$ cat config.mk
export PLATFORM = sky130hd
export DESIGN_NAME = lvp_regs
export DESIGN_NICKNAME = d
export VERILOG_FILES = /design/src/rtl/lvp_pkg.sv /design/src/rtl/lvp_regs.sv
export VERILOG_INCLUDE_DIRS = /design/src /design/src/rtl
export SDC_FILE = /design/constraint.sdc
export NUM_CORES = 1
export LEC_CHECK = 0
export BUFFER_PORTS_ARGS = -buffer_cell sky130_fd_sc_hd__buf_4
export CAP_MARGIN = 20
export CORE_ASPECT_RATIO = 0.6
export CORE_MARGIN = 10
export CORE_UTILIZATION = 47
export DETAILED_ROUTE_END_ITERATION = 12
export PLACE_DENSITY = 0.85
export SYNTH_ARGS = -nofsm -noshare
export SYNTH_HDL_FRONTEND = slang
export SYNTH_SLANG_ARGS = --single-unit
export TNS_END_PERCENT = 20
$ cat constraint.sdc
create_clock -name core_clk -period 2.6 [get_ports core_clk]
set_clock_uncertainty 0.2 [all_clocks]
set_input_delay 0.13 -clock core_clk [delete_from_list [all_inputs] [get_ports core_clk]]
set_output_delay 0.13 -clock core_clk [all_outputs]
set_load 0.005 [all_outputs]
$ cat src/rtl/lvp_defs.svh
// Purpose: Constants for the line-out volume and analog power registers
// Assumes: 25 MHz core clock
// Notes:   Word address on the bus equals the register offset
`ifndef LVP_DEFS_SVH
`define LVP_DEFS_SVH
`define LVP_IDX_VOL      6'h2E
`define LVP_IDX_PWR      6'h30
`define LVP_IDX_STS      6'h32
`define LVP_VOL_RST      16'h0404
`define LVP_VOL_MASK     16'h1F1F
`define LVP_PWR_RST      16'h7060
`define LVP_RIGHT_HI     12
`define LVP_RIGHT_LO     8
`define LVP_LEFT_HI      4
`define LVP_LEFT_LO      0
`define LVP_B_RSVD       15
`define LVP_B_DAC_MONO   14
`define LVP_B_SIMPLE     13
`define LVP_B_STARTUP    12
`define LVP_B_CHGPMP     11
`define LVP_B_PLL        10
`define LVP_B_PRIMARY    9
`define LVP_B_OSCAMP     8
`define LVP_B_GREF       7
`define LVP_B_ADC_MONO   6
`define LVP_B_REFBIAS    5
`define LVP_B_HP         4
`define LVP_B_DAC        3
`define LVP_B_CAPLESS    2
`define LVP_B_ADC        1
`define LVP_B_LINE       0
`define LVP_CLK_NS       40
`define LVP_RAMP_MS      400
`define LVP_RAMP_CYC     ((`LVP_RAMP_MS * 1000000) / `LVP_CLK_NS)
`define LVP_RESP_OK      2'h0
`define LVP_RESP_DECERR  2'h3
`endif

$ cat src/rtl/lvp_pkg.sv
// Purpose: Types for the line-out volume and analog power registers
// Assumes: lvp_defs.svh holds all constants
// Notes:   One packed struct carries the whole block state
`include "lvp_defs.svh"
package lvp_pkg;
  typedef struct packed {
    logic [4:0]  atten_right;
    logic [4:0]  atten_left;
    logic [15:0] pwr;
    logic [15:0] pwr_out;
    logic        waitreq;
    logic [31:0] rdata;
    logic [1:0]  resp;
    logic [23:0] ramp_cnt;
    logic        ramp_busy;
    logic        ramp_up;
  } lvp_state_t;
endpackage

$ cat src/rtl/lvp_regs.sv
// Purpose: Line-out volume and analog power-control register bank
// Assumes: Avalon-MM slave with waitrequest, word addresses
// Notes:   Answer one cycle after request; ramp-down holds drivers
//
// Overview of operation
// - Right 12:8, left 4:0 volume, reset 4
// - Each code adds half dB attenuation
// - Power register holds all analog power-downs
// - Ground buffer 7, adc mono 6, bias 5
// - Dac mono at bit 14, resets mono
// - Simple core regulator bit 13, resets on
// - Startup circuitry bit 12, resets on
// - PLL enable bit 10, resets off
// - Primary core regulator bit 9, resets off
// - Ground buffer ramps; drivers held during ramp-down
// - Adc mono resets to stereo
//
// Added by the designer: the Avalon-MM register port.
`timescale 1ns/1ps
`default_nettype none
`include "lvp_defs.svh"
module lvp_regs
  import lvp_pkg::*;
#(
  parameter int unsigned RAMP_CYC = `LVP_RAMP_CYC
) (
  input  wire logic        core_clk,
  input  wire logic        nrst,
  input  wire logic [7:0]  avs_address,
  input  wire logic        avs_read,
  input  wire logic        avs_write,
  input  wire logic [31:0] avs_writedata,
  input  wire logic [3:0]  avs_byteenable,
  output logic      [31:0] avs_readdata,
  output logic             avs_waitrequest,
  output logic      [1:0]  avs_response,
  output logic      [4:0]  lineout_atten_right,
  output logic      [4:0]  lineout_atten_left,
  output logic             dac_mono_n_stereo,
  output logic             core_reg_simple_on,
  output logic             startup_circuit_on,
  output logic             charge_pump_on,
  output logic             pll_on,
  output logic             core_reg_primary_on,
  output logic             osc_amp_on,
  output logic             ground_ref_buffer_on,
  output logic             adc_stereo,
  output logic             ref_bias_current_on,
  output logic             headphone_on,
  output logic             dac_on,
  output logic             capless_hp_on,
  output logic             adc_on,
  output logic             line_driver_on,
  output logic             ramp_busy
);

  lvp_state_t s_q;
  lvp_state_t s_d;

  // Merge write data into a 16-bit register by byte lanes
  function automatic logic [15:0] lvp_merge(
    input logic [15:0] old_v,
    input logic [31:0] wdat,
    input logic [3:0]  be
  );
    logic [15:0] r;
    r = old_v;
    if (be[0]) begin
      r[7:0] = wdat[7:0];
    end
    if (be[1]) begin
      r[15:8] = wdat[15:8];
    end
    return r;
  endfunction

  // Word address matches a register offset
  function automatic logic lvp_hit(
    input logic [7:0] addr,
    input logic [5:0] idx
  );
    return addr == {2'b00, idx};
  endfunction

  logic        hit_vol;
  logic        hit_pwr;
  logic        hit_sts;
  logic        req;
  logic [15:0] vol_view;
  logic [15:0] pwr_new;

  assign hit_vol = lvp_hit(avs_address, `LVP_IDX_VOL);
  assign hit_pwr = lvp_hit(avs_address, `LVP_IDX_PWR);
  assign hit_sts = lvp_hit(avs_address, `LVP_IDX_STS);
  assign req     = avs_read | avs_write;
  // Reserved volume bits read as zero
  assign vol_view = {3'h0, s_q.atten_right, 3'h0, s_q.atten_left};
  assign pwr_new  = lvp_merge(s_q.pwr, avs_writedata, avs_byteenable);

  always_comb begin
    s_d = s_q;
    s_d.waitreq = 1'b1;
    if (req && s_q.waitreq) begin
      s_d.waitreq = 1'b0;
      s_d.resp    = `LVP_RESP_OK;
      s_d.rdata   = 32'h0000_0000;
      if (hit_vol) begin
        s_d.rdata[15:0] = vol_view;
      end else if (hit_pwr) begin
        s_d.rdata[15:0] = s_q.pwr;
      end else if (hit_sts) begin
        s_d.rdata[1:0] = {s_q.ramp_up, s_q.ramp_busy};
      end else begin
        s_d.resp = `LVP_RESP_DECERR;
      end
    end
    // Writes take effect at the edge that ends the wait
    if (avs_write && !s_q.waitreq) begin
      if (hit_vol) begin
        // Right and left codes, half dB per step
        s_d.atten_right = vol_view_w(avs_writedata, avs_byteenable,
                                     vol_view, 1'b1);
        s_d.atten_left  = vol_view_w(avs_writedata, avs_byteenable,
                                     vol_view, 1'b0);
      end else if (hit_pwr) begin
        // Every bit of the enabled bytes stored, bit 15 included
        s_d.pwr = pwr_new;
        if (pwr_new[`LVP_B_GREF] != s_q.pwr[`LVP_B_GREF]) begin
          // Ground buffer edge starts a ramp
          s_d.ramp_busy = 1'b1;
          s_d.ramp_up   = pwr_new[`LVP_B_GREF];
          s_d.ramp_cnt  = 24'(RAMP_CYC - 1);
        end
      end
    end
    if (s_q.ramp_busy && !(avs_write && !s_q.waitreq && hit_pwr &&
        pwr_new[`LVP_B_GREF] != s_q.pwr[`LVP_B_GREF])) begin
      if (s_q.ramp_cnt == 24'h00_0000) begin
        s_d.ramp_busy = 1'b0;
      end else begin
        s_d.ramp_cnt = s_q.ramp_cnt - 24'h00_0001;
      end
    end
    // Output amplifiers stay on until ramp-down ends
    s_d.pwr_out = s_d.pwr;
    if (s_d.ramp_busy && !s_d.ramp_up) begin
      s_d.pwr_out[`LVP_B_LINE]    = s_d.pwr[`LVP_B_LINE] |
                                    s_q.pwr_out[`LVP_B_LINE];
      s_d.pwr_out[`LVP_B_HP]      = s_d.pwr[`LVP_B_HP] |
                                    s_q.pwr_out[`LVP_B_HP];
      s_d.pwr_out[`LVP_B_CAPLESS] = s_d.pwr[`LVP_B_CAPLESS] |
                                    s_q.pwr_out[`LVP_B_CAPLESS];
    end
  end

  // Extract one merged volume field
  function automatic logic [4:0] vol_view_w(
    input logic [31:0] wdat,
    input logic [3:0]  be,
    input logic [15:0] cur,
    input logic        right
  );
    logic [15:0] m;
    m = lvp_merge(cur, wdat, be) & `LVP_VOL_MASK;
    if (right) begin
      return m[`LVP_RIGHT_HI:`LVP_RIGHT_LO];
    end
    return m[`LVP_LEFT_HI:`LVP_LEFT_LO];
  endfunction

  always_ff @(posedge core_clk or negedge nrst) begin
    if (!nrst) begin
      s_q.atten_right <= 5'(`LVP_VOL_RST >> `LVP_RIGHT_LO);
      s_q.atten_left  <= 5'(`LVP_VOL_RST >> `LVP_LEFT_LO);
      s_q.pwr         <= `LVP_PWR_RST;
      s_q.pwr_out     <= `LVP_PWR_RST;
      s_q.waitreq     <= 1'b1;
      s_q.rdata       <= 32'h0000_0000;
      s_q.resp        <= `LVP_RESP_OK;
      s_q.ramp_cnt    <= 24'h00_0000;
      s_q.ramp_busy   <= 1'b0;
      s_q.ramp_up     <= 1'b0;
    end else begin
      s_q <= s_d;
    end
  end

  assign avs_readdata         = s_q.rdata;
  assign avs_waitrequest      = s_q.waitreq;
  assign avs_response         = s_q.resp;
  assign lineout_atten_right  = s_q.atten_right;
  assign lineout_atten_left   = s_q.atten_left;
  assign dac_mono_n_stereo    = s_q.pwr_out[`LVP_B_DAC_MONO];
  assign core_reg_simple_on   = s_q.pwr_out[`LVP_B_SIMPLE];
  assign startup_circuit_on   = s_q.pwr_out[`LVP_B_STARTUP];
  assign charge_pump_on       = s_q.pwr_out[`LVP_B_CHGPMP];
  assign pll_on               = s_q.pwr_out[`LVP_B_PLL];
  assign core_reg_primary_on  = s_q.pwr_out[`LVP_B_PRIMARY];
  assign osc_amp_on           = s_q.pwr_out[`LVP_B_OSCAMP];
  assign ground_ref_buffer_on = s_q.pwr_out[`LVP_B_GREF];
  assign adc_stereo           = s_q.pwr_out[`LVP_B_ADC_MONO];
  assign ref_bias_current_on  = s_q.pwr_out[`LVP_B_REFBIAS];
  assign headphone_on         = s_q.pwr_out[`LVP_B_HP];
  assign dac_on               = s_q.pwr_out[`LVP_B_DAC];
  assign capless_hp_on        = s_q.pwr_out[`LVP_B_CAPLESS];
  assign adc_on               = s_q.pwr_out[`LVP_B_ADC];
  assign line_driver_on       = s_q.pwr_out[`LVP_B_LINE];
  assign ramp_busy            = s_q.ramp_busy;

  // Helper: a write ending this cycle
  logic wr_end;
  assign wr_end = avs_write && !avs_waitrequest;

  property p_vol_right;
    @(posedge core_clk) disable iff (!nrst)
      wr_end && hit_vol && avs_byteenable[1]
      |=> lineout_atten_right == $past(avs_writedata[`LVP_RIGHT_HI:`LVP_RIGHT_LO]);
  endproperty
  a_vol_right: assert property (p_vol_right)
    else $error("right volume not stored");

  property p_vol_left;
    @(posedge core_clk) disable iff (!nrst)
      wr_end && hit_vol && avs_byteenable[0]
      |=> lineout_atten_left == $past(avs_writedata[`LVP_LEFT_HI:`LVP_LEFT_LO]);
  endproperty
  a_vol_left: assert property (p_vol_left)
    else $error("left volume not stored");

  property p_vol_rsvd;
    @(posedge core_clk) disable iff (!nrst)
      avs_read && !avs_waitrequest && hit_vol
      |-> (avs_readdata & ~{16'h0000, `LVP_VOL_MASK}) == 32'h0000_0000;
  endproperty
  a_vol_rsvd: assert property (p_vol_rsvd)
    else $error("reserved volume bits not zero");

  property p_pll;
    @(posedge core_clk) disable iff (!nrst)
      wr_end && hit_pwr && avs_byteenable[1]
      |=> pll_on == $past(avs_writedata[`LVP_B_PLL]) &&
          core_reg_primary_on == $past(avs_writedata[`LVP_B_PRIMARY]);
  endproperty
  a_pll: assert property (p_pll)
    else $error("pll or primary regulator not stored");

  property p_hi_bits;
    @(posedge core_clk) disable iff (!nrst)
      wr_end && hit_pwr && avs_byteenable[1]
      |=> dac_mono_n_stereo == $past(avs_writedata[`LVP_B_DAC_MONO]) &&
          core_reg_simple_on == $past(avs_writedata[`LVP_B_SIMPLE]) &&
          startup_circuit_on == $past(avs_writedata[`LVP_B_STARTUP]);
  endproperty
  a_hi_bits: assert property (p_hi_bits)
    else $error("upper power bits not stored");

  property p_lo_bits;
    @(posedge core_clk) disable iff (!nrst)
      wr_end && hit_pwr && avs_byteenable[0]
      |=> ground_ref_buffer_on == $past(avs_writedata[`LVP_B_GREF]) &&
          adc_stereo == $past(avs_writedata[`LVP_B_ADC_MONO]) &&
          ref_bias_current_on == $past(avs_writedata[`LVP_B_REFBIAS]);
  endproperty
  a_lo_bits: assert property (p_lo_bits)
    else $error("lower power bits not stored");

  property p_pwr_read;
    @(posedge core_clk) disable iff (!nrst)
      avs_read && !avs_waitrequest && hit_pwr
      |-> avs_readdata[15:0] == s_q.pwr;
  endproperty
  a_pwr_read: assert property (p_pwr_read)
    else $error("power register read mismatch");

  property p_hold;
    @(posedge core_clk) disable iff (!nrst)
      $fell(ground_ref_buffer_on) && $past(line_driver_on)
      |-> line_driver_on [*8];
  endproperty
  a_hold: assert property (p_hold)
    else $error("line driver dropped during ramp-down");

  property p_answer;
    @(posedge core_clk) disable iff (!nrst)
      req && avs_waitrequest |-> ##[1:2] !avs_waitrequest;
  endproperty
  a_answer: assert property (p_answer)
    else $error("bus request not answered");

  property p_wait_one;
    @(posedge core_clk) disable iff (!nrst)
      !avs_waitrequest |=> avs_waitrequest;
  endproperty
  a_wait_one: assert property (p_wait_one)
    else $error("waitrequest low for more than one cycle");

  property p_decerr;
    @(posedge core_clk) disable iff (!nrst)
      req && avs_waitrequest && !hit_vol && !hit_pwr && !hit_sts
      |=> avs_response == `LVP_RESP_DECERR && avs_readdata == 32'h0000_0000;
  endproperty
  a_decerr: assert property (p_decerr)
    else $error("unmapped access not refused");

  property p_vol_keep;
    @(posedge core_clk) disable iff (!nrst)
      !(wr_end && hit_vol)
      |=> $stable(lineout_atten_right) && $stable(lineout_atten_left);
  endproperty
  a_vol_keep: assert property (p_vol_keep)
    else $error("volume changed without a volume write");

  property p_rsvd_pwr;
    @(posedge core_clk) disable iff (!nrst)
      wr_end && hit_pwr && avs_byteenable[1]
      |=> s_q.pwr[`LVP_B_RSVD] == $past(avs_writedata[`LVP_B_RSVD]);
  endproperty
  a_rsvd_pwr: assert property (p_rsvd_pwr)
    else $error("power bit 15 not stored");

  property p_ramp_start;
    @(posedge core_clk) disable iff (!nrst)
      wr_end && hit_pwr && avs_byteenable[0] &&
      avs_writedata[`LVP_B_GREF] != ground_ref_buffer_on
      |=> ramp_busy && ground_ref_buffer_on == $past(avs_writedata[`LVP_B_GREF]);
  endproperty
  a_ramp_start: assert property (p_ramp_start)
    else $error("ground buffer change did not start a ramp");

  property p_drv_free;
    @(posedge core_clk) disable iff (!nrst)
      !ramp_busy
      |-> {headphone_on, capless_hp_on, line_driver_on} ==
          {s_q.pwr[`LVP_B_HP], s_q.pwr[`LVP_B_CAPLESS], s_q.pwr[`LVP_B_LINE]};
  endproperty
  a_drv_free: assert property (p_drv_free)
    else $error("amplifier enable held after the ramp ended");

  c_vol_wr: cover property (@(posedge core_clk) wr_end && hit_vol);
  c_pwr_wr: cover property (@(posedge core_clk) wr_end && hit_pwr);
  c_ramp_dn: cover property (@(posedge core_clk)
    $fell(ground_ref_buffer_on));
  c_ramp_up: cover property (@(posedge core_clk) $rose(ground_ref_buffer_on));
  c_decerr: cover property (@(posedge core_clk)
    !avs_waitrequest && avs_response == `LVP_RESP_DECERR);

endmodule // lvp_regs
`default_nettype wire

==> out/qor.yml <==
clkLatencyLatePin_ps: 340
reg2reg_depth: 5
dpl_cell_area_um2: 4260
drv_slew: 0
register_area_um2: 1840
crit_required_ps: 2650
final_cells: 561
synth_top_family_by_area: "simple AND/OR/NAND/NOR gates"
hp-start: "avs_address[4]"
start_kind: "flip-flop"
synthAdderAreaFrac_pct: 0.671
critPathMaxFanout: 3
fin_ws_ps: -117
hpwl_um: 7300
syn_area_um2: 3730
ios: 109
cts_tree: "built"
drcViolationCount: 0
max_freq_mhz: 368
wl_um: 10800
grt_pass1_vias: 3312
die_w_um: 135
port_buffers: 74
worstMarginPinSlew_ps: 904
synth_area_per_cell_um2: 10.3
cpMostUsedCell: "or4_4"
synth-main-ff-cell: "dfrtp_1"
min_to: "avs_response[0]"
regToRegEndpoint: "s_q[19]"
cts_buffer_depth: 2
hold_depth: 4
pwr-share-comb_pct: 12.6
gr-total-overflow: 0
fillCellCount: 584
p_sw_uw: 744
final_util_pct: 61.9
crit_path_top_delay_cell: "or4_4"
p_leak_uw: 0.00212
yosysTopAreaCell: "dfrtp_1"
switching_share_pct: 24.7
p_seq_share_pct: 42.1
detail_route.iter0.violations: 473
synth_top_area_share_pct: 43.6
placedCellCount: 524
seq_area_frac_synth_pct: 49.3
synthSimpleGateAreaFrac_pct: 17.9
wl_per_cell_um: 19.2
numCtsBuffers: 9
rsz0062_at_grt: "true"
synth.top_cells.by_area: "dfrtp_1 44%, buf_4 9.1%, mux2_2 7.9%"
peakVddDrop_v: 0.000427
n_antenna_cell: 0
synth-edff-count: 0
antenna_found_initial: 0
relSlewSlack_pct: 39.7
row_count: 25
criticalPathCategory: "flip-flop to flip-flop"
htreeDepth: 3
initial_core_util_pct: 47.9
min_period_ps: 2720
synth-seq-cells: 73
hold_violations: 0
design_area_um2: 4820
grt_max_degree: 74
grt_pass1_wl_um: 17000
clkPwrFrac_pct: 45.3
ys.warnings.count: 0
synthMuxAreaShare_pct: 8.39
power.internal_uw: 2260
violations: "negative setup slack"
synth_cell_types: 46
regToRegSetupSlack_ps: -120
holdCritPathClass: "input pin to flip-flop"
gp_congestion: 0.882
ant_nets: 0
path_clk_slew_ps: 60
synth_compound_area_share_pct: 11.9
drive_gt1_share_pct: 35.1
critPathMaxStageDelay_ps: 550
area_delta_synth_final_pct: 29.4
worst-path-buf-inv: 0
crit_arrival_ps: 2770
vias: 3161
crit_path_end_kind: "flip-flop"
dr.pass1.iters: 5
cts_setup_buffers: 0
multiInputGateArea_um2: 1580
grtUsageTotal_pct: 17.9
r2r_start: "s_q[12]"
synth_cells: 362
vias_per_cell: 5.63
status: "finished with violations"
critical_path.top_delay_family: "simple AND/OR/NAND/NOR gates"
setup_violations: 1
cap_violations: 0
power.density_nw_per_um2: 624
dieHeight_um: 89.0
synthXorXnorAreaFrac_pct: 0.940
min_period_over_period_pct: 104
die_area_um2: 12000
numClockSinks: 73
fin_nets: 498
async_reset_ff_share_pct: 100
cts_root_buf: "clkbuf_16"
crit_chain: "or4_4 > or4_4 > or4_4 > or3_4 > a21oi_2"
core_um2: 7790
[routing by layer]
metal | part of all wire [%] | global-route usage [%] | wire [um]
met2 | 50 | 28.9 | 5360
met1 | 41 | 22.1 | 4430
met5 | 0 | 0 | 0
met4 | 1.8 | 7.68 | 196
met3 | 7.5 | 5.22 | 811
[cells in the final DEF (no fill, tap or decap), types with 2 or more instances in the layout]
master	synthesis	final
dfstp_2	8	8
dlygate4sd3_1	0	21
or3_4	1	3
nor2_1	11	11
a21oi_1	12	11
or4b_2	2	2
and3b_1	2	2
nand2_1	37	37
or3_1	11	9
o21bai_1	3	3
a22oi_1	10	10
nor4_1	4	4
nand4b_1	2	2
a22o_1	2	2
mux2_2	26	26
nor4b_1	3	3
and3_1	3	3
o31ai_1	7	7
clkbuf_8	0	2
conb_1	1	16
o31a_1	2	2
clkinv_2	0	2
clkbuf_16	0	9
and2_1	3	3
dfrtp_1	65	65
ha_1	2	2
and4_1	5	5
nor3_1	7	7
nand3_1	12	11
bufinv_16	0	2
mux2i_1	2	2
o21ai_0	29	28
a31oi_1	4	4
or4_4	1	3
inv_1	6	6
or4_1	8	6
buf_4	45	95
xor2_1	3	3
[state kept, by name (all words and copies together), names as in the netlist]
name / flops
line_driver_on: 1
avs_waitrequest: 1
ground_ref_buffer_on: 1
s_q: 30
ramp_busy: 1
avs_readdata: 16
core_reg_simple_on: 1
core_reg_primary_on: 1
capless_hp_on: 1
charge_pump_on: 1
lineout_atten_left: 5
dac_on: 1
lineout_atten_right: 5
pll_on: 1
adc_stereo: 1
ref_bias_current_on: 1
osc_amp_on: 1
startup_circuit_on: 1
adc_on: 1
avs_response: 1
headphone_on: 1
[through the flow]
stage	setup WS, ps	hold WS, ps	TNS [ps]	power, uW
after floorplan	41.8	-366	0	1470
after global placement	16.9	111	0	1600
after detailed placement	-36.5	114	-36.5	1620
after CTS	-9.88	15.5	-9.88	3000
after global routing	-124	83.4	-159	3120
final	-117	39.9	-117	3010
[worst reg2reg max path, delay by kind of cell (launching register included)]
kind	cells	cell delay, ps
simple gates	4	1900
compound gates	1	170
flops	1	380
[worst max-delay path by stage]
stage,from,endpoint,slack (ps),cells after the start
5_1_grt,s_q[12],s_q[19],-120,5
3_3_place_gp,s_q[12],s_q[19],20,5
3_5_place_dp,s_q[12],s_q[19],-40,5
6_report,s_q[12],s_q[19],-120,5
2_1_floorplan,s_q[12],s_q[19],40,5
4_1_cts,s_q[12],s_q[19],-10,5
[layout make-up]
cell class / instances / share of cell area (%)
Clock buffer: 11 / 5.24
Inverter: 6 / 0.467
Tap cell: 108 / 2.80
Sequential cell: 73 / 38.1
Timing Repair Buffer: 116 / 19.1
Clock inverter: 5 / 1.61
Multi-Input combinational cell: 242 / 32.7
[repair_timing]
| item | CTS | global route |
|---|---|---|
| resized for setup | 3 | 5 |
| hold buffers | 21 | 0 |
| pin swaps | 1 | 1 |
| setup endpoints to repair | 2 | 9 |
| endpoints found under the hold margin | 98 | 0 |
[cells in the mapped netlist, types with 2 or more instances]
master,n
and4_1,5
o31a_1,2
inv_1,6
or4_1,8
and2_1,3
dfstp_2,8
mux2i_1,2
and3_1,3
mux2_2,26
xor2_1,3
nor3_1,7
a22o_1,2
o21ai_0,29
buf_4,45
nor2_1,11
nand4b_1,2
a31oi_1,4
a22oi_1,10
nor4_1,4
dfrtp_1,65
o311ai_0,2
a21oi_1,12
or4b_2,2
clkbuf_1,10
o31ai_1,7
nand2_1,37
o21bai_1,3
ha_1,2
nand3_1,12
or3_1,11
nor4b_1,3
and3b_1,2
[kinds of logic after synthesis]
| group | count (synthesis) |
|---|---|
| xor+xnor | 4 |
| simple gates | 119 |
| flops | 73 |
| buf+inv | 62 |
| compound gates | 73 |
| other cells | 1 |
| fa+ha+maj | 2 |
| mux | 28 |
[power groups by stage]
stage / clock [uW] / sequential (uW) / combinational [uW]
after floorplan: 0 / 1270 / 192
after global placement: 0 / 1280 / 322
after detailed placement: 0 / 1280 / 338
after CTS: 1370 / 1260 / 369
after global routing: 1440 / 1270 / 413
final: 1360 / 1270 / 379
(Power assumes the default switching activity.)
